**config.mk**
```make
export PLATFORM = sky130hd
export DESIGN_NAME = isss_top
export DESIGN_NICKNAME = d
export VERILOG_FILES = /design/src/hw/isss_pkg.sv /design/src/hw/isss_top.sv
export SDC_FILE = /design/constraint.sdc
export NUM_CORES = 1
export LEC_CHECK = 0
export ABC_AREA = 1
export ABC_CLOCK_PERIOD_IN_PS = 2400
export BUFFER_PORTS_ARGS = -buffer_cell sky130_fd_sc_hd__buf_2
export CELL_PAD_IN_SITES_DETAIL_PLACEMENT = 1
export CELL_PAD_IN_SITES_GLOBAL_PLACEMENT = 1
export CORE_MARGIN = 8
export CORE_UTILIZATION = 40
export CTS_CLUSTER_DIAMETER = 60
export DETAILED_ROUTE_END_ITERATION = 16
export PLACE_DENSITY = 0.85
export SLEW_MARGIN = 10
export SYNTH_ARGS = -nofsm -noshare
export SYNTH_HDL_FRONTEND = slang
export SYNTH_SLANG_ARGS = --single-unit
```
**constraint.sdc**
```tcl
create_clock -name clk_in -period 2.4 [get_ports clk_in]
set_input_delay 0.48 -clock clk_in [delete_from_list [all_inputs] [get_ports clk_in]]
set_output_delay 0.48 -clock clk_in [all_outputs]
set_load 0.05 [all_outputs]
```
**src/hw/isss_pkg.sv**
```systemverilog
// constants, types and reset values of the two-wire slave status sequencer
package isss_pkg;

  // ****************************************************************
  // register map (word index on the plain register port)
  // ****************************************************************
  localparam logic [1:0] ISSS_ADDR_CTRL = 2'h0;
  localparam logic [1:0] ISSS_ADDR_STATUS = 2'h1;
  localparam logic [1:0] ISSS_ADDR_DATA = 2'h2;
  localparam logic [1:0] ISSS_ADDR_OWN = 2'h3;

  // control register bit positions
  localparam int ISSS_CTRL_EN_BIT = 0;
  localparam int ISSS_CTRL_ACK_BIT = 2;
  localparam int ISSS_CTRL_SI_BIT = 3;
  localparam int ISSS_CTRL_STOP_BIT = 4;
  localparam int ISSS_CTRL_START_BIT = 5;
  localparam int ISSS_CTRL_IE_BIT = 6;
  // own address register: bit 0 accepts the general call
  localparam int ISSS_OWN_GC_BIT = 0;

  // ****************************************************************
  // status codes
  // ****************************************************************
  localparam logic [7:0] ISSS_CODE_BUS_ERR = 8'h00;
  localparam logic [7:0] ISSS_CODE_SLA_W = 8'h60;
  localparam logic [7:0] ISSS_CODE_ARB_SLA_W = 8'h68;
  localparam logic [7:0] ISSS_CODE_GC = 8'h70;
  localparam logic [7:0] ISSS_CODE_ARB_GC = 8'h78;
  localparam logic [7:0] ISSS_CODE_RX_ACK = 8'h80;
  localparam logic [7:0] ISSS_CODE_RX_NACK = 8'h88;
  localparam logic [7:0] ISSS_CODE_GC_ACK = 8'h90;
  localparam logic [7:0] ISSS_CODE_GC_NACK = 8'h98;
  localparam logic [7:0] ISSS_CODE_STOP = 8'ha0;
  localparam logic [7:0] ISSS_CODE_SLA_R = 8'ha8;
  localparam logic [7:0] ISSS_CODE_ARB_SLA_R = 8'hb0;
  localparam logic [7:0] ISSS_CODE_TX_ACK = 8'hb8;
  localparam logic [7:0] ISSS_CODE_TX_NACK = 8'hc0;
  localparam logic [7:0] ISSS_CODE_TX_LAST = 8'hc8;
  localparam logic [7:0] ISSS_CODE_IDLE = 8'hf8;

  // bits per byte on the wire and the count after the ninth clock
  localparam logic [3:0] ISSS_BYTE_BITS = 4'h8;
  localparam logic [3:0] ISSS_ACK_BITS = 4'h9;

  // ****************************************************************
  // types
  // ****************************************************************
  typedef enum logic [3:0] {ST_IDLE, ST_ADDR, ST_ADDR_ACK, ST_RX, ST_RX_ACK, ST_TX, ST_TX_ACK, ST_HOLD} isss_fsm_t;
  typedef enum logic [2:0] {ROLE_NONE, ROLE_MT, ROLE_MR, ROLE_ST, ROLE_SR, ROLE_GC} isss_role_t;

  typedef struct packed {
    logic en;
    logic ie;
    logic start_request_bit;
    logic stop_request_bit;
    logic ack_enable_bit;
    logic si;
  } isss_ctrl_t;

  typedef struct packed {
    logic scl_meta;
    logic scl_sync;
    logic scl_prev;
    logic sda_meta;
    logic sda_sync;
    logic sda_prev;
  } isss_sync_t;

  typedef struct packed {
    isss_fsm_t fsm;
    isss_fsm_t resume;
    isss_role_t role;
    isss_ctrl_t ctrl;
    isss_sync_t pins;
    logic [7:0] own_slave_addr_reg;
    logic [7:0] serial_data_reg;
    logic [7:0] shift;
    logic [3:0] cnt;
    logic [4:0] pcode;
    logic [4:0] code;
    logic si_dly;
    logic last;
    logic mack;
    logic sda_low;
    logic [7:0] rdata;
  } isss_state_t;

  // value after reset: lines idle high, status idle
  localparam isss_state_t ISSS_RESET = '{
    fsm: ST_IDLE, resume: ST_IDLE, role: ROLE_NONE, ctrl: '0, pins: 6'h3f,
    own_slave_addr_reg: 8'h00, serial_data_reg: 8'h00, shift: 8'h00, cnt: 4'h0,
    pcode: ISSS_CODE_IDLE[7:3], code: ISSS_CODE_IDLE[7:3], si_dly: 1'b0, last: 1'b0,
    mack: 1'b0, sda_low: 1'b0, rdata: 8'h00};

endpackage : isss_pkg

```
**src/hw/isss_top.sv**
```systemverilog
// two-wire slave engine with status codes and software step control
`timescale 1ns/1ns
// How it works
// - own address write acked: 60, after arbitration 68
// - general call acked: 70, after arbitration 78
// - own-addressed data: 80 acked, 88 not acked
// - general call data: 90 acked, 98 other
// - stop or restart while addressed gives A0
// - own address read acked: A8, after arbitration B0
// - transmitted byte acked by master gives B8
// - transmitted byte not acked gives C0
// - final byte still acked gives C8
// - status reads F8 while the flag is clear and was clear the cycle before
// - track slave transmit, slave receive and general call roles
// - control bits choose action after flag clear
// - new code and flag set together
// - interrupt request when flag and enable set
// - status read-only, low three bits zero
// - code valid while the flag is set and one cycle past its clear
// - upper seven address bits are own address
// - misplaced start or stop gives code 00
module isss_top
  import isss_pkg::*;
(
  input wire logic clk_in,              // system clock, 20 MHz
  input wire logic reset_in,            // synchronous reset, active high
  input wire logic [1:0] reg_addr_in,   // register index
  input wire logic [7:0] reg_wdata_in,  // register write data
  input wire logic reg_wr_in,           // write strobe
  input wire logic reg_rd_in,           // read strobe
  output logic [7:0] reg_rdata_out,     // read data, cycle after strobe
  input wire logic arb_lost_in,         // master section lost arbitration
  input wire logic scl_in,              // clock line level
  output logic scl_out,                 // clock line drive value
  output logic scl_oe_out,              // clock line pulled low
  input wire logic sda_in,              // data line level
  output logic sda_out,                 // data line drive value
  output logic sda_oe_out,              // data line pulled low
  output logic irq_out,                 // interrupt request
  output isss_role_t role_out           // present operating role
);

  // ****************************************************************
  // state
  // ****************************************************************
  isss_state_t q;
  isss_state_t d;

  // status byte as software sees it
  function automatic logic [7:0] status_view(input isss_state_t s);
    // keeps the code one cycle past the clear so a late read still sees it
    status_view = (s.ctrl.si || s.si_dly) ? {s.code, 3'h0} : ISSS_CODE_IDLE;
  endfunction : status_view

  // own address match on the seven upper bits
  function automatic logic own_match(input logic [7:0] rx, input logic [7:0] own);
    own_match = (rx[7:1] == own[7:1]);
  endfunction : own_match

  // ****************************************************************
  // pin events
  // ****************************************************************
  logic scl_rise, scl_fall, start_det, stop_det, addressed, mid_frame;

  // edges seen on the second and third sampling stages only
  assign scl_rise = q.pins.scl_sync & ~q.pins.scl_prev;
  assign scl_fall = ~q.pins.scl_sync & q.pins.scl_prev;
  assign start_det = q.pins.scl_sync & q.pins.scl_prev & q.pins.sda_prev & ~q.pins.sda_sync;
  assign stop_det = q.pins.scl_sync & q.pins.scl_prev & ~q.pins.sda_prev & q.pins.sda_sync;
  assign addressed = (q.role == ROLE_ST) || (q.role == ROLE_SR) || (q.role == ROLE_GC);
  // misplaced inside a byte or its acknowledge; the first clock of a byte carries legal stops
  assign mid_frame = (q.fsm == ST_ADDR_ACK) || (q.fsm == ST_RX_ACK) || (q.fsm == ST_TX_ACK) ||
                     (q.cnt > 4'h1);

  // ****************************************************************
  // next state
  // ****************************************************************
  always_comb
  begin
    logic raise;
    logic [7:0] rx_byte;
    raise = 1'b0;
    rx_byte = 8'h00;
    d = q;

    // two flip-flops per pin before any logic looks at it
    d.pins.scl_meta = scl_in;
    d.pins.scl_sync = q.pins.scl_meta;
    d.pins.scl_prev = q.pins.scl_sync;
    d.pins.sda_meta = sda_in;
    d.pins.sda_sync = q.pins.sda_meta;
    d.pins.sda_prev = q.pins.sda_sync;
    d.si_dly = q.ctrl.si;

    // register writes; writing a one to the flag does nothing
    if (reg_wr_in)
    begin
      case (reg_addr_in)
        ISSS_ADDR_CTRL:
        begin
          d.ctrl.en = reg_wdata_in[ISSS_CTRL_EN_BIT];
          d.ctrl.ie = reg_wdata_in[ISSS_CTRL_IE_BIT];
          d.ctrl.start_request_bit = reg_wdata_in[ISSS_CTRL_START_BIT];
          d.ctrl.stop_request_bit = reg_wdata_in[ISSS_CTRL_STOP_BIT];
          d.ctrl.ack_enable_bit = reg_wdata_in[ISSS_CTRL_ACK_BIT];
          d.ctrl.si = q.ctrl.si & reg_wdata_in[ISSS_CTRL_SI_BIT];
        end
        ISSS_ADDR_DATA: d.serial_data_reg = reg_wdata_in;
        ISSS_ADDR_OWN: d.own_slave_addr_reg = reg_wdata_in;
        // the status byte is read-only, so its writes land here
        default: d.code = q.code;
      endcase
    end

    // read data registered, zero on other cycles
    d.rdata = 8'h00;
    if (reg_rd_in)
    begin
      case (reg_addr_in)
        ISSS_ADDR_CTRL: d.rdata = {1'b0, q.ctrl.ie, q.ctrl.start_request_bit, q.ctrl.stop_request_bit,
                                   q.ctrl.si, q.ctrl.ack_enable_bit, 1'b0, q.ctrl.en};
        ISSS_ADDR_STATUS: d.rdata = status_view(q);
        ISSS_ADDR_DATA: d.rdata = q.serial_data_reg;
        default: d.rdata = q.own_slave_addr_reg;
      endcase
    end

    // the stop request drops on a stop on the wire or with the engine off
    if (stop_det || !q.ctrl.en)
      d.ctrl.stop_request_bit = 1'b0;
    rx_byte = {q.shift[6:0], q.pins.sda_sync};

    // ****************************************************************
    // bus sequencer
    // ****************************************************************
    if (!q.ctrl.en)
    begin
      d.fsm = ST_IDLE;
      d.role = ROLE_NONE;
      d.sda_low = 1'b0;
      d.cnt = 4'h0;
    end
    else if ((start_det || stop_det) && (q.fsm != ST_HOLD) && (q.fsm != ST_IDLE) &&
             (addressed || (q.fsm == ST_ADDR)) && mid_frame)
    begin
      d.pcode = ISSS_CODE_BUS_ERR[7:3];
      d.resume = ST_IDLE;
      d.sda_low = 1'b0;
      raise = 1'b1;
    end
    else if ((start_det || stop_det) && addressed && (q.fsm != ST_HOLD))
    begin
      d.pcode = ISSS_CODE_STOP[7:3];
      d.resume = start_det ? ST_ADDR : ST_IDLE;
      d.sda_low = 1'b0;
      raise = 1'b1;
    end
    else if (start_det && (q.fsm != ST_HOLD))
    begin
      d.fsm = ST_ADDR;
      d.cnt = 4'h0;
    end
    else if (stop_det && (q.fsm == ST_ADDR))
      d.fsm = ST_IDLE;
    else
    begin
      case (q.fsm)
        ST_ADDR:
        begin
          if (scl_rise)
          begin
            d.shift = rx_byte;
            d.cnt = 4'(q.cnt + 4'h1);
          end
          else if (scl_fall && (q.cnt == ISSS_BYTE_BITS))
          begin
            d.cnt = 4'h0;
            d.fsm = ST_IDLE;
            // an address is only taken with acknowledge enabled
            if (q.ctrl.ack_enable_bit)
            begin
              if ((q.shift == 8'h00) && q.own_slave_addr_reg[ISSS_OWN_GC_BIT])
              begin
                d.pcode = arb_lost_in ? ISSS_CODE_ARB_GC[7:3] : ISSS_CODE_GC[7:3];
                d.role = ROLE_GC;
                d.resume = ST_RX;
                d.sda_low = 1'b1;
                d.fsm = ST_ADDR_ACK;
              end
              else if (own_match(q.shift, q.own_slave_addr_reg) && !q.shift[0])
              begin
                d.pcode = arb_lost_in ? ISSS_CODE_ARB_SLA_W[7:3] : ISSS_CODE_SLA_W[7:3];
                d.role = ROLE_SR;
                d.resume = ST_RX;
                d.sda_low = 1'b1;
                d.fsm = ST_ADDR_ACK;
              end
              else if (own_match(q.shift, q.own_slave_addr_reg))
              begin
                d.pcode = arb_lost_in ? ISSS_CODE_ARB_SLA_R[7:3] : ISSS_CODE_SLA_R[7:3];
                d.role = ROLE_ST;
                d.resume = ST_TX;
                d.sda_low = 1'b1;
                d.fsm = ST_ADDR_ACK;
              end
            end
          end
        end
        ST_ADDR_ACK, ST_RX_ACK:
        begin
          // end of the ninth clock releases data and reports
          if (scl_fall)
          begin
            d.sda_low = 1'b0;
            raise = 1'b1;
          end
        end
        ST_RX:
        begin
          if (scl_rise)
          begin
            d.shift = rx_byte;
            d.cnt = 4'(q.cnt + 4'h1);
          end
          else if (scl_fall && (q.cnt == ISSS_BYTE_BITS))
          begin
            d.cnt = 4'h0;
            d.serial_data_reg = q.shift;
            d.fsm = ST_RX_ACK;
            d.sda_low = q.ctrl.ack_enable_bit;
            d.resume = q.ctrl.ack_enable_bit ? ST_RX : ST_IDLE;
            if (q.role == ROLE_GC)
            begin
              d.pcode = q.ctrl.ack_enable_bit ? ISSS_CODE_GC_ACK[7:3] : ISSS_CODE_GC_NACK[7:3];
            end
            else
            begin
              d.pcode = q.ctrl.ack_enable_bit ? ISSS_CODE_RX_ACK[7:3] : ISSS_CODE_RX_NACK[7:3];
            end
          end
        end
        ST_TX:
        begin
          if (scl_rise)
            d.cnt = 4'(q.cnt + 4'h1);
          else if (scl_fall && (q.cnt == ISSS_BYTE_BITS))
          begin
            d.sda_low = 1'b0;
            d.fsm = ST_TX_ACK;
          end
          else if (scl_fall)
          begin
            d.sda_low = ~q.shift[7];
            d.shift = {q.shift[6:0], 1'b0};
          end
        end
        ST_TX_ACK:
        begin
          if (scl_rise)
          begin
            d.mack = ~q.pins.sda_sync;
            d.cnt = 4'(q.cnt + 4'h1);
          end
          else if (scl_fall && (q.cnt == ISSS_ACK_BITS))
          begin
            d.cnt = 4'h0;
            raise = 1'b1;
            if (!q.mack)
            begin
              d.pcode = ISSS_CODE_TX_NACK[7:3];
              d.resume = ST_IDLE;
            end
            else if (q.last)
            begin
              d.pcode = ISSS_CODE_TX_LAST[7:3];
              d.resume = ST_IDLE;
            end
            else
            begin
              d.pcode = ISSS_CODE_TX_ACK[7:3];
              d.resume = ST_TX;
            end
          end
        end
        ST_HOLD:
        begin
          if (!q.ctrl.si)
          begin
            d.cnt = 4'h0;
            d.fsm = q.resume;
            if (q.ctrl.stop_request_bit || (q.resume == ST_IDLE))
            begin
              // a stop request in slave mode only drops back to idle
              d.ctrl.stop_request_bit = 1'b0;
              d.fsm = ST_IDLE;
              d.role = ROLE_NONE;
            end
            else if (q.resume == ST_ADDR)
              d.role = ROLE_NONE;
            else if (q.resume == ST_TX)
            begin
              // first bit goes out while the clock is still held low
              d.sda_low = ~q.serial_data_reg[7];
              d.shift = {q.serial_data_reg[6:0], 1'b0};
              d.last = ~q.ctrl.ack_enable_bit;
            end
          end
        end
        default: d.fsm = ST_IDLE;
      endcase
    end

    if (raise)
    begin
      d.code = d.pcode;
      d.ctrl.si = 1'b1;
      d.fsm = ST_HOLD;
      d.cnt = 4'h0;
    end
  end

  // ****************************************************************
  // registers
  // ****************************************************************
  always_ff @(posedge clk_in)
  begin
    if (reset_in)
    begin
      q <= ISSS_RESET;
    end
    else
      q <= d;
  end

  // ****************************************************************
  // outputs
  // ****************************************************************
  // interrupt request gating
  assign irq_out = q.ctrl.si & q.ctrl.ie;
  assign scl_oe_out = (q.fsm == ST_HOLD);
  assign scl_out = 1'b0;
  assign sda_oe_out = q.sda_low;
  assign sda_out = 1'b0;
  assign reg_rdata_out = q.rdata;
  assign role_out = q.role;
endmodule : isss_top

```
==> results of run 1 <==
==> per-stage QoR <==
stage	power (W)	cells	util
after floorplan	0.001445	712	-
after global placement	0.001534	874	0.4389
after detailed placement	0.001543	874	0.4389
after CTS	0.002627	890	0.4586
after global routing	0.002714	890	0.4593
final	0.002612	890	0.4593
==> placed cells by master (no fill, tap or decap), types with 2 or more instances in the layout <==
| cell | n |
|---|---|
| bufinv_16 | 2 |
| o21ai_0 | 51 |
| nand4_1 | 17 |
| nor2_1 | 102 |
| buf_2 | 30 |
| buf_4 | 23 |
| inv_1 | 81 |
| o211ai_1 | 2 |
| nand2_1 | 180 |
| o22ai_1 | 6 |
| nand2_4 | 2 |
| dfxtp_1 | 71 |
| nand2_2 | 7 |
| a31oi_1 | 4 |
| xor2_1 | 2 |
| or2_2 | 5 |
| clkbuf_8 | 9 |
| inv_2 | 4 |
| o21bai_1 | 3 |
| nand3_1 | 40 |
| nand3_2 | 2 |
| nor2_4 | 3 |
| nor3_1 | 13 |
| conb_1 | 3 |
| clkbuf_1 | 2 |
| ha_1 | 4 |
| nor2_2 | 8 |
| a21oi_1 | 54 |
| a211oi_1 | 3 |
==> cells in the mapped netlist (3+ instances only) <==
cell type,n,area (sq um)
nor2_4,3,33.78
a31oi_1,4,25.02
clkbuf_1,10,37.54
dfxtp_1,72,1441
o21ai_0,51,255.2
o21bai_1,3,22.52
nand2_2,6,37.54
nor3_1,13,65.06
or2_2,5,31.28
nand4_1,17,106.4
nor2_1,102,382.9
nand3_1,40,200.2
nand2_1,181,679.4
inv_2,4,15.01
a211oi_1,3,22.52
buf_2,6,30.03
ha_1,4,50.05
o22ai_1,6,37.54
nor2_2,8,50.05
a21oi_1,55,275.3
inv_1,81,304.0
buf_4,14,105.1
==> final cells by class <==
type	count	area, sq um	share of cell area
Clock buffer	11	131.4	0.02639
Clock inverter	5	81.33	0.01634
Inverter	86	322.8	0.06484
Multi-Input combinational cell	523	2502	0.5026
Sequential cell	72	1443	0.2898
Tap cell	140	175.2	0.03518
Timing Repair Buffer	53	322.8	0.06484
==> sequential cells by signal, summed over array words and instances, names as in the netlist <==
signal and cells:
reg_rdata_out 8, q 55, role_out 3, d 5, sda_oe_out 1
==> layer usage <==
layer  vias to the layer above  global-route usage
li1                       2345                   -
met1                      2442              0.3079
met2                       156              0.3854
met3                        41             0.05491
met4                         0              0.1087
met5                         -                   0
==> final timing paths <==
path | startpoint | endpoint | slack [ns] | depth (start not counted)
max reg2reg | q[72] | q[66] | 0.12 | 11
min | sda_in | d[51] | 0.29 | 2
max | q[72] | q[66] | 0.12 | 11
min reg2reg | d[54] | d[53] | 0.42 | 1
==> power by group through the flow <==
stage | Sequential [W] | Clock, W | Combinational (W)
6_report | 0.00125 | 0.00109 | 0.000272
4_1_cts | 0.00125 | 0.00111 | 0.000269
2_1_floorplan | 0.00127 | 0 | 0.000179
3_5_place_dp | 0.00128 | 0 | 0.000267
3_3_place_gp | 0.00127 | 0 | 0.000261
5_1_grt | 0.00125 | 0.00116 | 0.000296
==> kinds of logic (layout without fill, tap and decap cells) <==
logic type,count (synthesis),in the layout,synth area share
mux,1,1,0.002538
xor+xnor,3,3,0.005923
other cells,1,3,0.0008452
compound gates,128,128,0.1565
simple gates,384,384,0.3838
buf+inv,117,155,0.1142
flops,72,72,0.3249
fa+ha+maj,4,4,0.01128
==> results list, run 1 <==
- In the final layout, the share of cells above drive strength 1 is 0.1427.
- I/O pins: 33
- X dimension of the die: 121.3 um
- Final hold analysis gives a worst-case slack of 0.2915 ns.
- Count of buffers from port buffering: 30
- Fraction of registers with async set/reset: 0
- The tree built by TritonCTS fans out to 72 sinks.
* Class of the worst hold path: primary input to flip-flop
- The worst setup path is launched from a flip-flop.
- Synth warnings: 0
- Placed instance area: 4758 sq um
* Number of flops mapped to enable cells by yosys: 0
* Metal-1 WL: 7.717 mm
* Total met3 wirelength after detailed routing: 1.070 mm
- Routability-driven placement finished with a final weighted congestion of 1.021.
* Number of pins exceeding their max-slew limit in the final report: 0
- DRT iter0 DRCs: 403
* Pwr Density: 524.6 nW/um^2
- Timing would allow up to 439.5 MHz.
- For the worst setup path, the data required time is 2.69 ns.
- Mean cell area of the mapped netlist: 6.249 sq um
* Sequential cell area fraction in the yosys report: 0.3249
- Mapped Cells: 710
* Number of maximum-capacitance violations: 0
* Worst supply voltage drop on vdd: 299.4 uV
- Worst-case clock skew: 0.01661 ns
- The highest layer touched by signal routing is met4.
* Clock slew at reported path FFs: 0.08 ns
- The wire-length estimate of the detail-placed layout is 13.90 mm.
- Largest delay contributor family on the critical path: simple AND/OR/NAND/NOR gates
- Number of detailed-routing iterations run before antenna repair: 5
- The run finished with clean final reports.
* Number of hold violations in the final report: 0
- After filler insertion, the fill cell instance count of the layout stands at 1,505.
* Slowest cell delay on critical path: 0.35 ns
* Worst slack after detailed placement: 0.1297 ns
* Die height: 121.3 um
- Worst EP arrival: 2.56 ns
* Maximum number of buffers from clock root to sink: 2
- Of all nets on the critical path, the largest fanout is 10.
- Global-route wire length before repair: 27.54 mm
* Leakage power figure: 2.259 nW
- TritonCTS clock tree: yes
- Total wirelength of the detailed-routed design: 17.38 mm
* Crit path capture type: flip-flop
* Number of setup violations in the final report: 0
- The mapped netlist covers 4437 sq um.
- The worst path needs 2.276 ns of the cycle, external delays included.
* Slew HR: 0.6553
* Drt drc: 0
* Setup repair after global routing missed its margin: false
- Entering global routing, the biggest net connects 26 pins.
- Worst-skew pair later-pin latency: 0.37 ns
- After detailed routing, the number of vias per cell comes to 5.600.
* Sequence of cells on the critical path: inv_1 > nand2_1 > nor2_2 > nand2_4 > nand2_4 > nand2_2 > inv_1 > nand4_4 > nor2_1 > nand2_1 > a21oi_1
- Via count: 4,984
- The core region is 10,840 sq um.
* H-tree lvl count: 3
- Setup slack closes at 0.1245 ns.
* Portion of total power attributed to sequential cells: 0.478
- Net load switching power: 0.0007174 W
- Flip-flop and latch count after synthesis: 72
- Number of buffers created by CTS: 9
- Post-CTS timing repair inserted 0 buffers for setup.
- Buffers inserted to repair hold after CTS numbered 0.
- Cell with the largest stage delay on the worst path: dfxtp_1
- Design internal power: 0.001894 W
- After clock tree synthesis, the repair step resized 0 gates.
- At the end of the flow, the number of nets in the layout was 766.
- Met2 routed WL: 8.051 mm
- After routing the design area is 4979 sq um.
- Cell row count: 38
- Antenna cell count: 0
- Dominant synthesized flop cell: dfxtp_1
* Clk network pwr share: 0.418
- After global routing the overflow that remains totals 0.
- The number of global-route vias before repair was 5,053.
- Initial antenna violation count: 0
* Crit path buffers/inverters: 2
- Of the total power, the share spent switching nets is 0.2747.
- For the pin with the worst max-slew slack, the measured transition is 0.5117 ns.
- Starting utilization of the core area: 0.4093
- Period utilization: 0.9481
* Overall Global Routing Usage: 0.2431
- Area Overhead vs Synth: 12.21%
- In this run the remaining antenna-violating nets after routing total 0.
- Total negative slack for setup checks: 0 ns
- Root Driver: clkbuf_8
- In this run, distinct cell masters in the synthesized netlist total 40.
* Type of the worst setup path: flip-flop to flip-flop
* Wirelength per Cell: 19.52 um
- Proportion of power drawn by combinational gates: 0.104
- The floorplan step defined a die boundary enclosing 14,720 sq um.
Note: power is estimated with default switching activity, not from simulation.
==> inputs of run 2 (changes only) <==
--- a/config.mk
+++ b/config.mk
@@ -5,7 +5,7 @@
 export SDC_FILE = /design/constraint.sdc
 export NUM_CORES = 1
 export LEC_CHECK = 0
-export ABC_AREA = 1
+export ABC_AREA = 0
 export ABC_CLOCK_PERIOD_IN_PS = 2400
 export BUFFER_PORTS_ARGS = -buffer_cell sky130_fd_sc_hd__buf_2
 export CELL_PAD_IN_SITES_DETAIL_PLACEMENT = 1
@@ -14,7 +14,7 @@
 export CORE_UTILIZATION = 40
 export CTS_CLUSTER_DIAMETER = 60
 export DETAILED_ROUTE_END_ITERATION = 16
-export PLACE_DENSITY = 0.85
+export PLACE_DENSITY = 0.81
 export SLEW_MARGIN = 10
 export SYNTH_ARGS = -nofsm -noshare
 export SYNTH_HDL_FRONTEND = slang
==> results list, run 2 <==
- The share of flip-flops with an asynchronous set or reset is 0 (unchanged).
- The die boundary width is 117.7 um (-3.0%).
- The effective utilization at floorplan was 0.4061 (-0.003137).
* Via count: 3,975 (-20%)
* Sequential cell area fraction in the yosys report: 0.3485 (+0.02358)
* Kind of start point of the critical path: flip-flop
- Drt drc: 0 (unchanged)
- Area share of the largest cell type after synthesis: 0.3485 (+0.02358)
- Worst slack after detailed placement: 0.05026 ns (-0.07949 ns)
- Number of hold violations in the final report: 0 (unchanged)
- The count of hold-fix buffers inserted at cts is 0 (unchanged).
- The net switching share of the total power was 0.2961 (+0.02136).
- Maximum number of buffers from clock root to sink: 2 (unchanged)
- Mapped cell area: 4136 sq um (-6.8%)
* Max Fclk: 437.8 MHz (-0.38%)
- Proportion of power drawn by combinational gates: 0.094 (-0.010)
* Type of the worst setup path: flip-flop to flip-flop
* Pin count of the biggest net entering global routing: 56 (+120%)
* Via count of the first global-routing pass: 4,072 (-19%)
* Number of buffers created by CTS: 9 (unchanged)
* Period utilization: 0.9517 (+0.003571)
- The final cell count without fillers came to 676 (-24%).
* Worst EP arrival: 2.54 ns (-0.02 ns)
- Per-cell via count in the routed design: 5.880 (+5.0%)
- The count of yosys warnings during synthesis came to 0 (unchanged).
* Clock slew at reported path FFs: 0.08 ns (about the same)
* Worst-case clock skew: 0.01085 ns (-0.005761 ns)
- Slew HR: 0.6089 (-0.04634)
* Flip-flop and latch count after synthesis: 72 (unchanged)
- The average cell area after synthesis was 8.256 sq um (+32%).
* Clk network pwr share: 0.392 (-0.026)
- TritonCTS built the clock tree.
- The routed wire length was 13.82 mm (-20%).
- The post-placement cell count is 658 (-25%).
* Antenna violation net count after detailed routing: 0 (unchanged)
- Mapped Cells: 501 (-29%)
* Leading area contributor after synthesis: dfxtp_1
- The transition time at the pin with the least slew margin came to 0.5850 ns (+0.07327 ns).
- On the critical path the largest part of the delay comes from compound AO/OA/AOI/OAI gates.
* Fin Hold WS: 0.2940 ns (+0.002468 ns)
- The number of design-rule violations left by the first detailed-router iteration was 330 (-18%).
- Largest register by flop count: q
- Max FO, Critical Path: 4 (-6)
* Number of setup violations in the final report: 0 (unchanged)
* Net load switching power: 0.0007126 W (-0.68%)
* Sequence of cells on the critical path: inv_1 > ha_1 > and3b_1 > and3_1 > a2111oi_2 > a22o_1 > buf_4 > mux2i_1 > nor2_1
* Count of buffers from port buffering: 30 (unchanged)
- The number of optimization iterations in the first detailed-route pass was 5 (unchanged).
- Sum of overflow across all layers after global routing: 0 (unchanged)
- The number of ports placed on the die boundary was 33 (unchanged).
- The detailed placement HPWL came to 10.39 mm (-25%).
- Global-route wire length before repair: 22.09 mm (-20%)
- The minimum setup slack in the final design was 0.1159 ns (-0.008571 ns).
- Number of flops mapped to enable cells by yosys: 0 (unchanged)
* Most frequent cells in the layout: nor2_1, dfxtp_1, buf_4, nand2_1, a21oi_1
- Placed instance area: 4501 sq um (-5.4%)
* Data required time at the worst endpoint: 2.66 ns (-0.03 ns)
- Most instantiated cells after synthesis: nor2_1, dfxtp_1, a21oi_1, nand2_1, mux2i_1
- The leakage power was 1.936 nW (-14%).
- The fraction of power consumed by sequential logic was 0.514 (+0.036).
* Number of pins exceeding their max-slew limit in the final report: 0 (unchanged)
- Leaving out fill and tap cells, the most frequent cell in the layout is nor2_1.
- H-tree lvl count: 3 (unchanged)
- The sink count of the clock tree is 72 (unchanged).
- Largest register FFs: 55 (unchanged)
* Leading cell type by number of instances after synthesis: nor2_1
- Class of the worst hold path: primary input to flip-flop
- The total die area was 13,850 sq um (-5.9%).
- Pwr Density: 509.0 nW/um^2 (-3.0%)
- Root Driver: clkbuf_8
- Cell row count: 37 (-2.6%)
* Number of distinct standard cells referenced by the synthesized netlist: 72 (+80%)
- The layout cell share with drive strength beyond 1 was 0.2074 (+0.06474).
- The post-route minimum period is 2.284 ns (+0.008571 ns).
- The final-stage net count is 556 (-27%).
* Die height: 117.7 um (-3.0%)
- Initial antenna violation count: 0 (unchanged)
- Area contributors post-synth: dfxtp_1, nor2_1, mux2i_1
* Dominant synthesized flop cell: dfxtp_1
- Antenna cell count: 0 (unchanged)
- Setup repair after global routing could not meet its margin everywhere.
- The final instance area was 4728 sq um (-5.0%).
- The biggest cell delay along the critical path came to 0.43 ns (+0.08 ns).
- The total negative setup slack came to 0 ns (unchanged).
- Wirelength per Cell: 20.45 um (+4.7%)
- Area Overhead vs Synth: 14.31%
* Crit path capture type: flip-flop
- The internal power contribution is 0.001694 W (-11%).
- The number of buffer and inverter instances along the worst setup path is 2 (unchanged).
- Number of maximum-capacitance violations: 0 (unchanged)
- GPL Wtd Cong: 0.9010 (-12%)
- The slowest stage of the critical path belongs to the cell a2111oi_2.
* Worst-skew pair later-pin latency: 0.37 ns (about the same)
- The core area is 10,180 sq um (-6.0%).
- Outcome: completed
* Overall Global Routing Usage: 0.1975 (-0.04568)
* Worst supply voltage drop on vdd: 259.0 uV (-13%)
-- run 2: cell count changes after synthesis, moves of 24 or more --
cell and delta:
inv_1 -69, a21oi_1 -24, o21ai_0 -35, nor2_1 -27, nand3_1 -29, mux2i_1 +28
nand2_1 -150
-- run 2: final timing paths --
kind	start	endpoint	slack (ns)	cells after the start
setup / recovery	q[23]	q[22]	0.12	9
hold / removal	scl_in	d[54]	0.29	2
setup reg to reg	q[23]	q[22]	0.12	9
hold reg to reg	d[51]	d[50]	0.42	1
-- run 2: routing by layer --
layer / up-vias / part of all wire / track usage
met5: - / 0 / 0
met4: 0 / 0.028 / 0.08887
met3: 29 / 0.051 / 0.03597
met2: 111 / 0.48 / 0.3165
met1: 1973 / 0.44 / 0.2526
li1: 1862 / - / -
-- run 2: cell families (layout without fill, tap and decap cells) --
group | after synthesis | after routing | share of synthesized area
XOR/XNOR | 8 | 8 | 0.01694
other | 1 | 3 | 0.0009066
adder cells (fa/ha/maj) | 4 | 4 | 0.01210
flip-flops | 72 | 72 | 0.3485
AND/OR/NAND/NOR | 196 | 196 | 0.2523
buffers and inverters | 58 | 95 | 0.06987
AO/OA/AOI/OAI | 131 | 131 | 0.2235
multiplexers | 31 | 31 | 0.07592
-- run 2: layout make-up --
type,instances,area [sq um]
Fill cell,1240,5456
Multi-Input combinational cell,373,2434
Sequential cell,72,1445
Timing Repair Buffer,65,441.7
Tap cell,136,170.2
Clock buffer,9,123.9
Clock inverter,7,61.31
Inverter,14,52.55
-- run 2: metrics by stage --
stage,util,total power [W]
2_1_floorplan,-,0.001411
3_3_place_gp,0.4419,0.001479
3_5_place_dp,0.4419,0.001487
4_1_cts,0.4601,0.002418
5_1_grt,0.4643,0.002488
6_report,0.4643,0.002407
-- run 2: power by group through the flow --
stage	Combinational, W	Sequential [W]	Clock, W
after CTS	0.000224	0.00124	0.000957
final	0.000226	0.00124	0.000943
after floorplan	0.000155	0.00126	0
after global routing	0.000242	0.00124	0.00101
after global placement	0.000215	0.00126	0
after detailed placement	0.000222	0.00126	0
-- run 2: timing repair --
action / 4_1_cts / 5_1_grt
endpoints found under the hold margin: 0 / 0
gates resized for setup: 0 / 11
setup buffers: 0 / 2
setup endpoints to repair: 0 / 18
